$ cat src/verilog/sswd_pkg.sv
/*
 * Constants shared by the supply supervisor and watchdog reset block:
 * time base, hold and timeout counts, register map and reset states.
 * Assumes a single 125 MHz clock; comparator decisions arrive as levels.
 */
//
// Operation
// - reset low while supply below threshold or battery
// - hold reset low 50/200 ms after recovery
// - unserviced enabled watchdog pulses reset for hold time
// - watchdog input three-level; mid or floating disables timer
// - every watchdog input transition restarts the timeout
// - expired flag low after unchanged input past timeout
// - expired flag stays low until next input transition
// - expired flag high while watchdog input is mid
// - expired flag forced high when low-supply goes low
// - power-fail warning low while sense below 1.3 V
// - below battery disables comparator, warning held low
// - chip-enable out low only if input low, supply good
// - battery-active high while backed-up supply uses battery
// - low-supply flag follows threshold, no hold delay
// - active-high reset always inverse of active-low reset
// - select high or floating uses internal oscillator timing
// - select low times hold and timeout from external clock
// - internal mode: external input level picks short/long timeout
// - internal long timeout 1.6 s, short 100 ms
// - external long 3840..4097 cycles, short 768..1025 cycles; the code always uses the long count of 4096 in external mode
// - reset pulse repeats each timeout until serviced
`default_nettype none

package sswd_pkg;
    // =====================================================
    // time base
    localparam int CLK_MHZ = 125;
    localparam int TICK_US = 100;
    localparam int INT_TICK_CYCLES = TICK_US * CLK_MHZ;
    localparam int HOLD_SHORT_MS = 50;
    localparam int HOLD_LONG_MS = 200;
    localparam int WD_LONG_MS = 1600;
    localparam int WD_SHORT_MS = 100;
    localparam logic [15:0] HOLD_SHORT_TICKS =
        16'(HOLD_SHORT_MS * 1000 / TICK_US);
    localparam logic [15:0] HOLD_LONG_TICKS =
        16'(HOLD_LONG_MS * 1000 / TICK_US);
    localparam logic [15:0] WD_LONG_TICKS = 16'(WD_LONG_MS * 1000 / TICK_US);
    localparam logic [15:0] WD_SHORT_TICKS =
        16'(WD_SHORT_MS * 1000 / TICK_US);
    // external clock counts, in clock cycles
    localparam logic [15:0] EXT_WD_LONG = 16'h1000;
    localparam logic [15:0] EXT_WD_SHORT = 16'h0400;
    localparam logic [15:0] EXT_HOLD_SHORT = 16'h0400;
    localparam logic [15:0] EXT_HOLD_LONG = 16'h1000;

    // =====================================================
    // register map (byte addresses)
    localparam logic [3:0] REG_CTRL = 4'h0;
    localparam logic [3:0] REG_STATUS = 4'h4;
    localparam logic [3:0] REG_EXPIRIES = 4'h8;
    localparam int CTRL_LONG_HOLD = 0;
    localparam logic [31:0] CTRL_RESET = 32'h0000_0000;
    localparam int ST_RESET_N = 0;
    localparam int ST_WDO_N = 1;
    localparam int ST_PFO_N = 2;
    localparam int ST_LOW_N = 3;
    localparam int ST_BATT = 4;
    localparam int ST_CE_N = 5;
    localparam int ST_INT_OSC = 6;
    localparam int ST_WD_MID = 7;

    // =====================================================
    // reset sequencer states, gray along bad -> hold -> run
    typedef enum logic [1:0] {
        RS_SUPPLY_BAD = 2'b00,
        RS_HOLD = 2'b01,
        RS_RUN = 2'b11
    } sswd_rst_state_t;
endpackage

`default_nettype wire

$ cat src/verilog/sswd_sync.sv
/*
 * Two-flop synchroniser for a vector of independent pin levels.
 * Assumes each bit is a slow level; no word coherence is implied.
 */
`timescale 1ns/1ns
`default_nettype none

module sswd_sync #(
    parameter int WIDTH = 1,
    parameter logic [WIDTH-1:0] RESET_VAL = '0
) (
    input wire logic i_ref_clk,
    input wire logic i_rst_n,
    input wire logic [WIDTH-1:0] i_async,
    output var logic [WIDTH-1:0] o_sync
);
    logic [WIDTH-1:0] meta;

    // first stage feeds only the second stage
    always_ff @(posedge i_ref_clk) begin
        if (!i_rst_n) begin
            meta <= RESET_VAL;
            o_sync <= RESET_VAL;
        end else begin
            meta <= i_async;
            o_sync <= meta;
        end
    end
endmodule

`default_nettype wire

$ cat src/verilog/sswd_top.sv
/*
 * Supply supervisor with watchdog: reset generation, watchdog expiry,
 * power-fail warning, chip-enable gating, battery-active flag, and an
 * Avalon-MM slave for control and status.
 * Assumes analog comparators and the supply switch sit outside and
 * deliver their decisions as asynchronous levels.
 */
// Local design decisions: the placing of the registers and the Avalon-MM slave port.
`timescale 1ns/1ns
`default_nettype none

module sswd_top #(
    parameter int INT_TICK = sswd_pkg::INT_TICK_CYCLES,
    parameter bit LONG_HOLD_DEFAULT = 1'b0
) (
    input wire logic i_ref_clk,
    input wire logic i_rst_n,
    input wire logic i_supply_low,
    input wire logic i_below_battery,
    input wire logic i_powerfail_sense_in,
    input wire logic i_chip_enable_n,
    input wire logic i_timebase_select,
    input wire logic i_ext_timebase_in,
    input wire logic i_watchdog_service_in_high,
    input wire logic i_watchdog_service_in_low,
    input wire logic [3:0] i_avs_address,
    input wire logic i_avs_read,
    input wire logic i_avs_write,
    input wire logic [31:0] i_avs_writedata,
    output var logic [31:0] o_avs_readdata,
    output var logic o_avs_waitrequest,
    output var logic o_reset_n,
    output var logic o_reset,
    output var logic o_watchdog_expired_n,
    output var logic o_powerfail_warn_n,
    output var logic o_chip_enable_n,
    output var logic o_battery_active,
    output var logic o_low_supply_n
);
    // =====================================================
    // pin synchronisation
    logic [7:0] pins_sync;
    logic supply_bad, below_batt, pf_low, ce_in_n;
    logic int_osc, ext_level, wdi_hi, wdi_lo;

    // reset levels read as supply bad, chip disabled, watchdog mid:
    // nothing is enabled before the real pin levels have arrived
    sswd_sync #(.WIDTH(8), .RESET_VAL(8'hb8)) u_sync (
        .i_ref_clk(i_ref_clk),
        .i_rst_n(i_rst_n),
        .i_async({i_supply_low, i_below_battery, i_powerfail_sense_in,
                  i_chip_enable_n, i_timebase_select, i_ext_timebase_in,
                  i_watchdog_service_in_high, i_watchdog_service_in_low}),
        .o_sync(pins_sync)
    );

    // below battery implies below threshold as well
    assign supply_bad = pins_sync[7] | pins_sync[6];
    assign below_batt = pins_sync[6];
    assign pf_low = pins_sync[5];
    assign ce_in_n = pins_sync[4];
    assign int_osc = pins_sync[3];
    assign ext_level = pins_sync[2];
    assign wdi_hi = pins_sync[1];
    assign wdi_lo = pins_sync[0];

    // =====================================================
    // time base
    logic [15:0] div_cnt;
    logic int_tick, ext_prev, ext_rise, tick;

    always_ff @(posedge i_ref_clk) begin
        if (!i_rst_n) begin
            div_cnt <= 16'h0000;
            int_tick <= 1'b0;
        end else if (div_cnt == 16'(INT_TICK - 1)) begin
            div_cnt <= 16'h0000;
            int_tick <= 1'b1;
        end else begin
            div_cnt <= div_cnt + 16'h0001;
            int_tick <= 1'b0;
        end
    end

    always_ff @(posedge i_ref_clk) begin
        if (!i_rst_n) begin
            ext_prev <= 1'b0;
        end else begin
            ext_prev <= ext_level;
        end
    end

    assign ext_rise = ext_level & ~ext_prev;
    assign tick = int_osc ? int_tick : ext_rise;

    // =====================================================
    // control register and count targets
    logic [31:0] ctrl;
    logic long_hold;
    logic [15:0] hold_target, wd_target;

    assign long_hold = ctrl[sswd_pkg::CTRL_LONG_HOLD];

    always_comb begin
        if (int_osc) begin
            hold_target = long_hold ? sswd_pkg::HOLD_LONG_TICKS
                                    : sswd_pkg::HOLD_SHORT_TICKS;
            // unconnected external time base input floats high: long period
            wd_target = ext_level ? sswd_pkg::WD_LONG_TICKS
                                  : sswd_pkg::WD_SHORT_TICKS;
        end else begin
            hold_target = long_hold ? sswd_pkg::EXT_HOLD_LONG
                                    : sswd_pkg::EXT_HOLD_SHORT;
            // external mode always uses the long count
            wd_target = sswd_pkg::EXT_WD_LONG;
        end
    end

    // =====================================================
    // watchdog input classification and timer
    logic wd_mid, wd_last, wd_last_mid, wd_edge, wd_expire;
    logic [15:0] wd_cnt;

    assign wd_mid = ~(wdi_hi ^ wdi_lo);
    // leaving mid is not a service edge: timer already cleared
    assign wd_edge = ~wd_mid & ~wd_last_mid & (wdi_hi != wd_last);
    assign wd_expire = tick & ~wd_mid & ~wd_edge & ~supply_bad &
                       (wd_cnt == wd_target - 16'h0001);

    always_ff @(posedge i_ref_clk) begin
        if (!i_rst_n) begin
            wd_last <= 1'b0;
            wd_last_mid <= 1'b1;
        end else begin
            wd_last <= wdi_hi;
            wd_last_mid <= wd_mid;
        end
    end

    always_ff @(posedge i_ref_clk) begin
        if (!i_rst_n) begin
            wd_cnt <= 16'h0000;
        end else if (wd_mid || wd_edge || supply_bad) begin
            wd_cnt <= 16'h0000;
        end else if (wd_expire) begin
            wd_cnt <= 16'h0000; // restart for the next pulse
        end else if (tick) begin
            wd_cnt <= wd_cnt + 16'h0001;
        end
    end

    // expired flag: low on expiry, high on edge, mid or low supply
    always_ff @(posedge i_ref_clk) begin
        if (!i_rst_n) begin
            o_watchdog_expired_n <= 1'b1;
        end else if (wd_mid || wd_edge || supply_bad) begin
            o_watchdog_expired_n <= 1'b1;
        end else if (wd_expire) begin
            o_watchdog_expired_n <= 1'b0;
        end
    end

    // =====================================================
    // reset sequencer
    sswd_pkg::sswd_rst_state_t st, next_st;
    logic [15:0] hold_cnt;

    always_comb begin
        next_st = st;
        unique case (st)
            sswd_pkg::RS_SUPPLY_BAD: begin
                if (!supply_bad) begin
                    next_st = sswd_pkg::RS_HOLD;
                end
            end
            sswd_pkg::RS_HOLD: begin
                if (tick && hold_cnt == hold_target - 16'h0001) begin
                    next_st = sswd_pkg::RS_RUN;
                end
            end
            sswd_pkg::RS_RUN: begin
                if (wd_expire) begin
                    next_st = sswd_pkg::RS_HOLD;
                end
            end
            default: next_st = sswd_pkg::RS_SUPPLY_BAD;
        endcase
        if (supply_bad) begin
            next_st = sswd_pkg::RS_SUPPLY_BAD;
        end
    end

    always_ff @(posedge i_ref_clk) begin
        if (!i_rst_n) begin
            st <= sswd_pkg::RS_SUPPLY_BAD;
            o_reset_n <= 1'b0;
            o_reset <= 1'b1;
        end else begin
            st <= next_st;
            o_reset_n <= (next_st == sswd_pkg::RS_RUN);
            o_reset <= (next_st != sswd_pkg::RS_RUN);
        end
    end

    always_ff @(posedge i_ref_clk) begin
        if (!i_rst_n) begin
            hold_cnt <= 16'h0000;
        end else if (next_st != sswd_pkg::RS_HOLD ||
                     st != sswd_pkg::RS_HOLD) begin
            hold_cnt <= 16'h0000;
        end else if (tick) begin
            hold_cnt <= hold_cnt + 16'h0001;
        end
    end

    // =====================================================
    // supply-derived outputs, no hold delay on any of them
    always_ff @(posedge i_ref_clk) begin
        if (!i_rst_n) begin
            o_powerfail_warn_n <= 1'b0;
            o_chip_enable_n <= 1'b1;
            o_battery_active <= 1'b0;
            o_low_supply_n <= 1'b0;
        end else begin
            o_powerfail_warn_n <= ~(pf_low | below_batt);
            o_chip_enable_n <= ce_in_n | supply_bad;
            o_battery_active <= below_batt;
            o_low_supply_n <= ~supply_bad;
        end
    end

    // =====================================================
    // Avalon-MM slave: one wait cycle, then answer
    logic req, accept;
    logic [15:0] expiries;
    logic [31:0] status, rd_mux;

    assign req = i_avs_read | i_avs_write;
    assign accept = req & ~o_avs_waitrequest;

    always_comb begin
        status = 32'h0000_0000;
        status[sswd_pkg::ST_RESET_N] = o_reset_n;
        status[sswd_pkg::ST_WDO_N] = o_watchdog_expired_n;
        status[sswd_pkg::ST_PFO_N] = o_powerfail_warn_n;
        status[sswd_pkg::ST_LOW_N] = o_low_supply_n;
        status[sswd_pkg::ST_BATT] = o_battery_active;
        status[sswd_pkg::ST_CE_N] = o_chip_enable_n;
        status[sswd_pkg::ST_INT_OSC] = int_osc;
        status[sswd_pkg::ST_WD_MID] = wd_mid;
        unique case (i_avs_address)
            sswd_pkg::REG_CTRL: rd_mux = ctrl;
            sswd_pkg::REG_STATUS: rd_mux = status;
            sswd_pkg::REG_EXPIRIES: rd_mux = {16'h0000, expiries};
            default: rd_mux = 32'h0000_0000;
        endcase
    end

    always_ff @(posedge i_ref_clk) begin
        if (!i_rst_n) begin
            o_avs_waitrequest <= 1'b1;
            o_avs_readdata <= 32'h0000_0000;
        end else begin
            o_avs_waitrequest <= ~(req & o_avs_waitrequest);
            if (i_avs_read && o_avs_waitrequest) begin
                o_avs_readdata <= rd_mux;
            end
        end
    end

    always_ff @(posedge i_ref_clk) begin
        if (!i_rst_n) begin
            ctrl <= sswd_pkg::CTRL_RESET |
                    {31'h0000_0000, LONG_HOLD_DEFAULT};
        end else if (accept && i_avs_write &&
                     i_avs_address == sswd_pkg::REG_CTRL) begin
            ctrl <= {31'h0000_0000, i_avs_writedata[0]};
        end
    end

    // write clears; an expiry in the same cycle still counts
    always_ff @(posedge i_ref_clk) begin
        if (!i_rst_n) begin
            expiries <= 16'h0000;
        end else if (wd_expire) begin
            if (accept && i_avs_write &&
                i_avs_address == sswd_pkg::REG_EXPIRIES) begin
                expiries <= 16'h0001;
            end else if (expiries != 16'hffff) begin
                expiries <= expiries + 16'h0001;
            end
        end else if (accept && i_avs_write &&
                     i_avs_address == sswd_pkg::REG_EXPIRIES) begin
            expiries <= 16'h0000;
        end
    end
endmodule

`default_nettype wire
$ cat config.mk
export PLATFORM = sky130hd
export DESIGN_NAME = sswd_top
export DESIGN_NICKNAME = d
export VERILOG_FILES = /design/src/verilog/sswd_pkg.sv /design/src/verilog/sswd_sync.sv /design/src/verilog/sswd_top.sv
export SDC_FILE = /design/constraint.sdc
export NUM_CORES = 1
export LEC_CHECK = 0
export ABC_CLOCK_PERIOD_IN_PS = 6100
export BUFFER_PORTS_ARGS = -buffer_cell sky130_fd_sc_hd__buf_2
export CAP_MARGIN = 40
export CORE_MARGIN = 2
export CORE_UTILIZATION = 40
export DETAILED_ROUTE_END_ITERATION = 6
export GPL_TIMING_DRIVEN = 0
export MAX_ROUTING_LAYER = met4
export SLEW_MARGIN = 10
export SYNTH_ARGS = -nofsm -noshare
export SYNTH_HDL_FRONTEND = slang
export SYNTH_SLANG_ARGS = --single-unit
$ cat constraint.sdc
create_clock -name i_ref_clk -period 6.1 [get_ports i_ref_clk]
set_input_delay 1.22 -clock i_ref_clk [delete_from_list [all_inputs] [get_ports i_ref_clk]]
set_output_delay 1.22 -clock i_ref_clk [all_outputs]
set_load 0.01 [all_outputs]
==> impl_metrics.toml, run 1 <==
[outcome]
outcome = "finished, violations left"
violations = "design-rule violations"

[power]
power_frac_seq_pct = 55.3
p_leak_nw = 2.06
internal_power_mw = 1.04
swShare_pct = 22.4
pwr-share-clk_pct = 40.5
p_switching_mw = 0.300
ir_drop_mv = 0.185
comb_power_share_pct = 4.2
pwr_density_cell_nw_per_um2 = 244

[die]
dieWidth_microns = 113
start_util_pct = 41.4
rows = 39
core_sq_um = 11500
dieArea_sq_um = 12800
die_y_microns = 113
ioPinCount = 88

[timing]
setup_ws_ps = 3260
hold_violations = 0
finalCritPeriodShare_pct = 46.6
fmax_ghz = 0.352
setup_viol = 0
skew_ps = 7.91
rsz0062_at_grt = "false"
slew_headroom_pct = 45.9
period_minus_slack_ps = 2840
slew_violations = 0
tightest_slew_ps = 806
fin_tns_setup_ps = 0

[synthesis]
yosysSeqAreaShare_pct = 46.6
synth_ff_type = "dfxtp_1"
ys_types = 43
avgSynthCellArea_sq_um = 8.69
postSynth.asyncResetShare_pct = 0
ys_seq_elements = 111
yosysWarnings = 0
synthCells = 549
synth-edff-count = 0
syn-cell-area_sq_um = 4770

[worst_setup_path]
required_ps = 6340
crit_type = "input pin to flop"
critPathLaunchType = "input pin"
crit_path_start = "i_avs_address[1]"
crit_fanout = 10
endpoint_kind = "flop"
cp.arrival_ps = 3080
r2r-start = "u_sync.o_sync[2]$_SDFF_PN0_"

[finish]
final_common_cell = "dfxtp_1"
final_cell_mix = "dfxtp_1, nor2_1, nand2_1"
fin_nets = 667
n_antenna_cell = 0
drive_gt1_share_pct = 13.2
area_growth_pct = 15.0
utilization_pct = 47.6

[clocking]
cts_setup_buffers = 0
cts_tree = "done"
numCtsBuffers = 9
clock-sinks = 111
htreeDepth = 3
post_cts_resized = 0
cts-root-buf = "clkbuf_16"
clk_pin_slew_ps = 70
hold_buffers = 0
clk_latency_ps = 350
clock_path_buffers = 2

[detailed_routing]
via_count = 3923
ant_nets = 0
wire_per_inst_microns = 13.4
routed_wl_mm = 10.2
vias_per_cell = 5.14
drtIter0Drc = 145
drc = 6
first_pass_iters = 6

[min_path]
hp-start = "u_sync.o_sync[5]$_SDFF_PN1_"
hp-class = "flop to flop"

[place]
dp.final_hpwl_mm = 7.67
gp_congestion = 0.881
pre_cts_ws_ps = 2920
numPortBuffers = 40

[grt]
grt_max_degree = 19
grt_pass1_vias = 3774
antenna_found_initial = 0
overflow = 0
grt_pass1_wl_mm = 17.8
grt_use_total_pct = 17.7

[flow_run]
drv_cap = 0
-- cells by family (layout without fill, tap and decap cells) --
logic type / after synthesis / after routing / synth area share [%]
muxes: 5 / 5 / 1.08
DFF: 111 / 111 / 46.6
other: 1 / 16 / 0.0786
xor gates and xnor gates: 49 / 49 / 9.00
buffers and inverters: 41 / 97 / 4.72
AOI/OAI and AO/OA: 69 / 69 / 9.84
and+or+nand+nor: 269 / 269 / 27.6
adders and majority gates: 4 / 4 / 1.05
-- stage by stage --
stage               instance area (sq um)  hold slack (ps)  std cells  power, mW
global placement                     5200              385        747      0.811
detailed placement                   5210              382        747      0.812
floorplan                            4820              373        564      0.792
CTS                                  5480              392        763       1.36
finish                               5480              392        763       1.34
global route                         5480              406        763       1.40
-- synthesized netlist by cell type, drive strengths merged, types with 8 or more instances --
cell type  count  area [sq um]
nand2b        12          75.1
inv           10          37.5
clkbuf        10          37.5
nand3         31           160
a21oi         23           115
buf           21           150
nor3           9          45.0
nor2          97           364
dfxtp        111          2220
xor2          23           201
nand4         15          93.8
and3          11          68.8
nand2         49           186
xnor2         26           228
o21ai         10          50.1
and2          14          87.6
or3            8          50.1
a22oi         14           105
o211ai         9          67.6
-- critical path, stage by stage --
cell      delay, ps
buf_2           120
nor4b_1         670
nand2_1         200
nand2_1         230
clkbuf_1        390
or4_1           190
nand2_1          50
-- flip-flops by register name (all words and copies together), names as in the netlist --
name,flops
div_cnt,16
expiries,16
hold_cnt,16
o_avs_readdata,16
wd_cnt,16
u_sync.meta,8
u_sync.o_sync,8
st,2
ctrl,1
ext_prev,1
int_tick,1
o_avs_waitrequest,1
o_battery_active,1
o_chip_enable_n,1
o_low_supply_n,1
o_powerfail_warn_n,1
o_reset,1
o_reset_n,1
o_watchdog_expired_n,1
wd_last,1
wd_last_mid,1
-- area by class of cell --
type	instances	area (sq um)
well taps	143	179
multi-input cells	412	2380
clock inverters	5	38.8
flip-flops and latches	111	2220
inverters	10	37.5
clock buffers	11	233
plain buffers	31	188
repair buffers	40	200
fillers	1151	6030
-- per-layer routing --
metal / vias to the layer above / track usage, % / part of all wire, %
li1: 1986 / - / -
met1: 1838 / 21.7 / 46
met2: 77 / 27.7 / 47
met3: 22 / 4.45 / 4.5
met4: 0 / 7.80 / 2.2
met5: - / - / 0
-- power groups by stage --
stage          Combinational (mW)  Sequential [mW]  Clock, mW
2_1_floorplan              0.0371            0.755          0
3_3_place_gp               0.0552            0.755          0
5_1_grt                    0.0629            0.740      0.598
4_1_cts                    0.0561            0.739      0.564
6_report                   0.0561            0.739      0.542
3_5_place_dp               0.0559            0.756          0
-- path summary, 6_finish.rpt --
path	to	depth (start not counted)	slack [ps]
setup / recovery	expiries[9]$_SDFFE_PN0P_	7	3260
hold / removal	o_powerfail_warn_n$_SDFF_PN0_	1	390
setup reg to reg	wd_cnt[2]$_SDFFE_PP0P_	7	3590
hold reg to reg	o_powerfail_warn_n$_SDFF_PN0_	1	390
No activity file was read; power rests on OpenSTA's default activity.
==> run 2, diff against run 1 <==
Settings changed: ABC_AREA set to 1, ABC_CLOCK_PERIOD_IN_PS 6100 to 3000.
Clock period 6.1 ns to 3 ns, I/O delays scaled along.
==> run 2 against run 1 <==
The run now ends clean. Synthesized area is 19% higher. Synthesized cell count is 45% higher. Combinational power grew to 3.0 times the previous value. Sequential power is 100% higher. Routed wire length is 24% higher. Clock power is 130% higher. Die area is 18% higher. Count of clock-buffer cells in the layout is 2 lower. Sequential cell count stayed put. Non-clock buffer count is 2 higher. Cell count is 37% higher. Critical path type is now flop to flop. Largest cell class unchanged. Highest routed layer unchanged.
==> impl_metrics.toml, run 2 <==
[synthesis]
syn-cell-area_sq_um = 5670
synth_ff_type = "dfxtp_1"
yosysMostFrequentCell = "nand2_1"
ys_types = 43
synth-edff-count = 0
synthCells = 798
synth_common_cells = "nand2_1, dfxtp_1, nor2_1, inv_1, nand3_1"
yosys.area.top_type = "dfxtp_1"
yosysTopAreaCellShare_pct = 39.2
ys_seq_elements = 111
synth_area_leaders = "dfxtp_1, nand2_1, nor2_1"
avgSynthCellArea_sq_um = 7.10
postSynth.asyncResetShare_pct = 0
yosysSeqAreaShare_pct = 39.2
yosysWarnings = 0

[detailed_routing]
ant_nets = 0
first_pass_iters = 5
drtIter0Drc = 249
routed_wl_mm = 12.7
drc = 0
via_count = 4930
vias_per_cell = 4.71
wire_per_inst_microns = 12.1

[finish]
area_growth_pct = 13.6
stdcell_area_sq_um = 6440
fillers = 1465
final_common_cell = "nand2_1"
drive_gt1_share_pct = 16.0
utilization_pct = 46.4
final_cell_mix = "nand2_1, dfxtp_1, nor2_1"
n_antenna_cell = 0
fin_nets = 915

[timing]
slew_violations = 0
setup_viol = 0
finalCritPeriodShare_pct = 66.6
period_minus_slack_ps = 2000
slew_headroom_pct = 62.1
hold_violations = 0
fin_tns_setup_ps = 0
skew_ps = 10.7
rsz0062_at_grt = "false"
tightest_slew_ps = 568
fmax_ghz = 0.500

[worst_setup_path]
crit_type = "flop to flop"
critPathLaunchType = "flop"
crit_fanout = 10
cp.arrival_ps = 2250
endpoint_kind = "flop"
required_ps = 3250
ff2ff_path_depth = 9

[min_path]
min_path_cells = 1
hp-class = "flop to flop"

[clocking]
numCtsBuffers = 9
cts_setup_buffers = 0
cts_tree = "done"
clock_path_buffers = 2
clk_pin_slew_ps = 80
post_cts_resized = 0
clock-sinks = 111
hold_buffers = 0
htreeDepth = 3
cts-root-buf = "clkbuf_16"
clk_latency_ps = 360

[power]
power_mw = 2.90
ir_drop_mv = 0.372
pwr_density_cell_nw_per_um2 = 449
p_leak_nw = 2.60

[grt]
overflow = 0
antenna_found_initial = 0
grt_pass1_vias = 4402
grt_pass1_wl_mm = 21.0
grt_use_total_pct = 18.2
grt_max_degree = 19

[place]
dp.final_hpwl_mm = 9.57
gp_congestion = 0.847
numPortBuffers = 39
placedInstanceArea_sq_um = 6140

[die]
core_sq_um = 13900
ioPinCount = 88
die_y_microns = 123
dieArea_sq_um = 15100
dieWidth_microns = 123
start_util_pct = 40.8
rows = 43

[outcome]
outcome = "completed"

[flow_run]
drv_cap = 0
## run 2: path summary, 6_finish.rpt
path	slack, ps	end	from
worst max register to register	1000	expiries[9]$_SDFFE_PN0P_	expiries[0]$_SDFFE_PN0P_
worst min-delay path	390	o_powerfail_warn_n$_SDFF_PN0_	u_sync.o_sync[5]$_SDFF_PN1_
worst min register to register	390	o_powerfail_warn_n$_SDFF_PN0_	u_sync.o_sync[5]$_SDFF_PN1_
worst max-delay path	1000	expiries[9]$_SDFFE_PN0P_	expiries[0]$_SDFFE_PN0P_
## run 2: power breakdown
group          leakage (nW)  switching, mW  internal (mW)  total [mW]
Combinational          1.56          0.107         0.0609       0.168
Clock                 0.143          0.566          0.651        1.22
Sequential            0.901         0.0128           1.50        1.51
## run 2: area by class of cell
| type | instances | area, sq um | area share [%] |
|---|---|---|---|
| clock buffers | 9 | 225 | 3.50 |
| flip-flops and latches | 111 | 2220 | 34.5 |
| multi-input cells | 570 | 2900 | 45.0 |
| repair buffers | 39 | 195 | 3.03 |
| inverters | 98 | 375 | 5.83 |
| plain buffers | 34 | 228 | 3.54 |
| well taps | 180 | 225 | 3.50 |
| clock inverters | 6 | 71.3 | 1.11 |
## run 2: per-layer routing
layer  up-vias  global-route usage (%)  share of wire (%)
met1      2221                    22.2                 46
met3        12                    5.12                4.4
li1       2621                       -                  -
met2        76                    29.5                 48
met4         0                    4.97                1.1
met5         -                       -                  0
## run 2: critical path: stages (launching register included)
cell	delay (ps)
dfxtp_1	390
ha_1	240
nand3_1	140
nor2_2	210
nand4_1	220
nand4_4	240
nand2_4	110
buf_6	160
a21oi_1	130
nor2_1	50
## run 2: cells by family (layout without fill, tap and decap cells)
logic type / count (synthesis) / in the layout / synth area share (%)
compound gates: 84 / 84 / 7.84
flops: 111 / 111 / 39.2
simple gates: 438 / 438 / 37.0
fa+ha+maj: 4 / 4 / 0.883
buf+inv: 132 / 186 / 10.6
other cells: 1 / 16 / 0.0662
xor+xnor: 28 / 28 / 4.33
## run 2: stage by stage
stage | hold slack [ps] | setup WS (ps) | cells
6_report | 390 | 1000 | 1047
5_1_grt | 412 | 812 | 1047
4_1_cts | 394 | 1000 | 1047
3_5_place_dp | 383 | 748 | 1032
3_3_place_gp | 380 | 756 | 1032
2_1_floorplan | 373 | 1250 | 813
==> run 3, diff against run 2 <==
Settings changed: ABC_CLOCK_PERIOD_IN_PS 3000 to 2080.
Clock period 3 ns to 2.08 ns, I/O delays scaled along.
==> run 3 against run 2 <==
Sequential power grew 44%. Setup slack lost 820 ps. Largest power group unchanged. Critical endpoint is now hold_cnt[10]$_SDFFE_PP0P_. Clock power grew 44%.
==> impl_metrics.toml, run 3 (synthesis gave the netlist of run 2 again) <==
[clocking]
cts-root-buf = "clkbuf_16"
clk_pin_slew_ps = 70
clock_path_buffers = 2
numCtsBuffers = 9
cts_tree = "done"
htreeDepth = 3
clk_latency_ps = 360
clock-sinks = 111
hold_buffers = 0

[grt]
antenna_found_initial = 0
grt_pass1_vias = 4402
grt_pass1_wl_mm = 21.0
grt_max_degree = 19
overflow = 0
grt_use_total_pct = 18.2

[worst_setup_path]
crit_path_start = "wd_cnt[0]$_SDFFE_PP0P_"
ff2ff_path_depth = 12
crit_fanout = 10
crit_type = "flop to flop"
required_ps = 2370
critPathMaxStageDelay_ps = 370
r2r-start = "wd_cnt[0]$_SDFFE_PP0P_"
endpoint_kind = "flop"
critPathLaunchType = "flop"
cp-endpoint = "hold_cnt[10]$_SDFFE_PP0P_"
rr_endpoint = "hold_cnt[10]$_SDFFE_PP0P_"
slowest_stage = "dfxtp_1"
path_cells = "ha_1, nand2_1, nor2_2, nand2_1, nor2_2, nand2_2, nor2_8, nand2_4, nand2_4, nand3_4, buf_6, nor2_4"
cp.arrival_ps = 2190
reg2reg_slack_ps = 180

[detailed_routing]
vias_per_cell = 4.67
ant_nets = 0
first_pass_iters = 4
via_count = 4897
routed_wl_mm = 12.8
wire_per_inst_microns = 12.2
drc = 0
drtIter0Drc = 277

[finish]
final_cell_mix = "nand2_1, dfxtp_1, nor2_1"
fin_nets = 917
n_antenna_cell = 0
final_common_cell = "nand2_1"
drive_gt1_share_pct = 16.6
area_growth_pct = 14.1

[power]
p_switching_mw = 0.990
comb_power_share_pct = 5.8
pwr-share-clk_pct = 42.0
ir_drop_mv = 0.539
power_mw = 4.18
p_leak_nw = 2.61
pwr_density_cell_nw_per_um2 = 646
swShare_pct = 23.7
internal_power_mw = 3.19
power_frac_seq_pct = 52.2

[die]
dieArea_sq_um = 15100
core_sq_um = 13900
dieWidth_microns = 123
die_y_microns = 123
start_util_pct = 40.8
rows = 43
ioPinCount = 88

[min_path]
hp-start = "i_watchdog_service_in_high"
hp-class = "input pin to flop"

[outcome]
outcome = "completed"

[timing]
setup_viol = 0
rsz0062_at_grt = "false"
slew_headroom_pct = 62.0
period_minus_slack_ps = 1900
fin_tns_setup_ps = 0
fmax_ghz = 0.527
whs_ps = 237
finalCritPeriodShare_pct = 91.2
slew_violations = 0
tightest_slew_ps = 569
skew_ps = 9.13
setup_ws_ps = 184
hold_violations = 0

[place]
dp.final_hpwl_mm = 9.57
numPortBuffers = 39
gp_congestion = 0.847
pre_cts_ws_ps = 11.9

[flow_run]
drv_cap = 0
## run 3: changes by cell type in the layout (fill, tap and decap cells not counted), sizes merged
cell / previous run / this run
buf: 65 / 67
## run 3: cell type report
cell class,count,area (sq um)
Multi-Input combinational cell,570,2910
Clock inverter,6,71.3
Sequential cell,111,2220
Tap cell,180,225
Clock buffer,9,225
Timing Repair Buffer,41,210
Fill cell,1462,7410
Inverter,98,375
Buffer,34,228
## run 3: power groups by stage
stage / combinational [mW] / sequential [mW] / clock (mW)
2_1_floorplan: 0.163 / 2.23 / 0
3_3_place_gp: 0.244 / 2.23 / 0
3_5_place_dp: 0.243 / 2.23 / 0
4_1_cts: 0.244 / 2.18 / 1.81
5_1_grt: 0.272 / 2.18 / 1.88
6_report: 0.242 / 2.18 / 1.76
## run 3: how the worst min path moves through the flow
stage / cells past startpoint / endpoint / slack (ps)
finish: 3 / u_sync.meta[1]$_SDFF_PN0_ / 240
global route: 3 / u_sync.meta[1]$_SDFF_PN0_ / 230
CTS: 3 / u_sync.meta[1]$_SDFF_PN0_ / 230
detailed placement: 1 / o_powerfail_warn_n$_SDFF_PN0_ / 380
global placement: 1 / o_powerfail_warn_n$_SDFF_PN0_ / 380
floorplan: 1 / o_powerfail_warn_n$_SDFF_PN0_ / 370
## run 3: critical path: cells and delay by family (launching register included)
kind | cells | cell delay [ps]
buffers and inverters | 1 | 210
AND/OR/NAND/NOR | 10 | 1010
adder cells (fa/ha/maj) | 1 | 240
flip-flops | 1 | 370
## run 3: repair_timing
| action | 4_1_cts | 5_1_grt |
|---|---|---|
| resized for setup | 0 | 4 |
| endpoints found under the setup margin | 0 | 21 |
| setup buffers | 0 | 2 |
## run 3: per-stage QoR
step / instances / util [%] / cell area, sq um
2_1_floorplan: 813 / - / 5720
3_3_place_gp: 1032 / 44.3 / 6140
3_5_place_dp: 1032 / 44.3 / 6140
4_1_cts: 1047 / 46.4 / 6440
5_1_grt: 1049 / 46.6 / 6470
6_report: 1049 / 46.6 / 6470
## run 3: layer usage
layer  wire (microns)  track usage [%]  part of all wire [%]  up-vias
li1                 -                -                     -     2627
met1             6090             22.2                    48     2201
met2             6140             29.5                    48       60
met3              394             5.12                   3.1        9
met4              133             4.97                   1.0        0
met5                0                -                     0        -
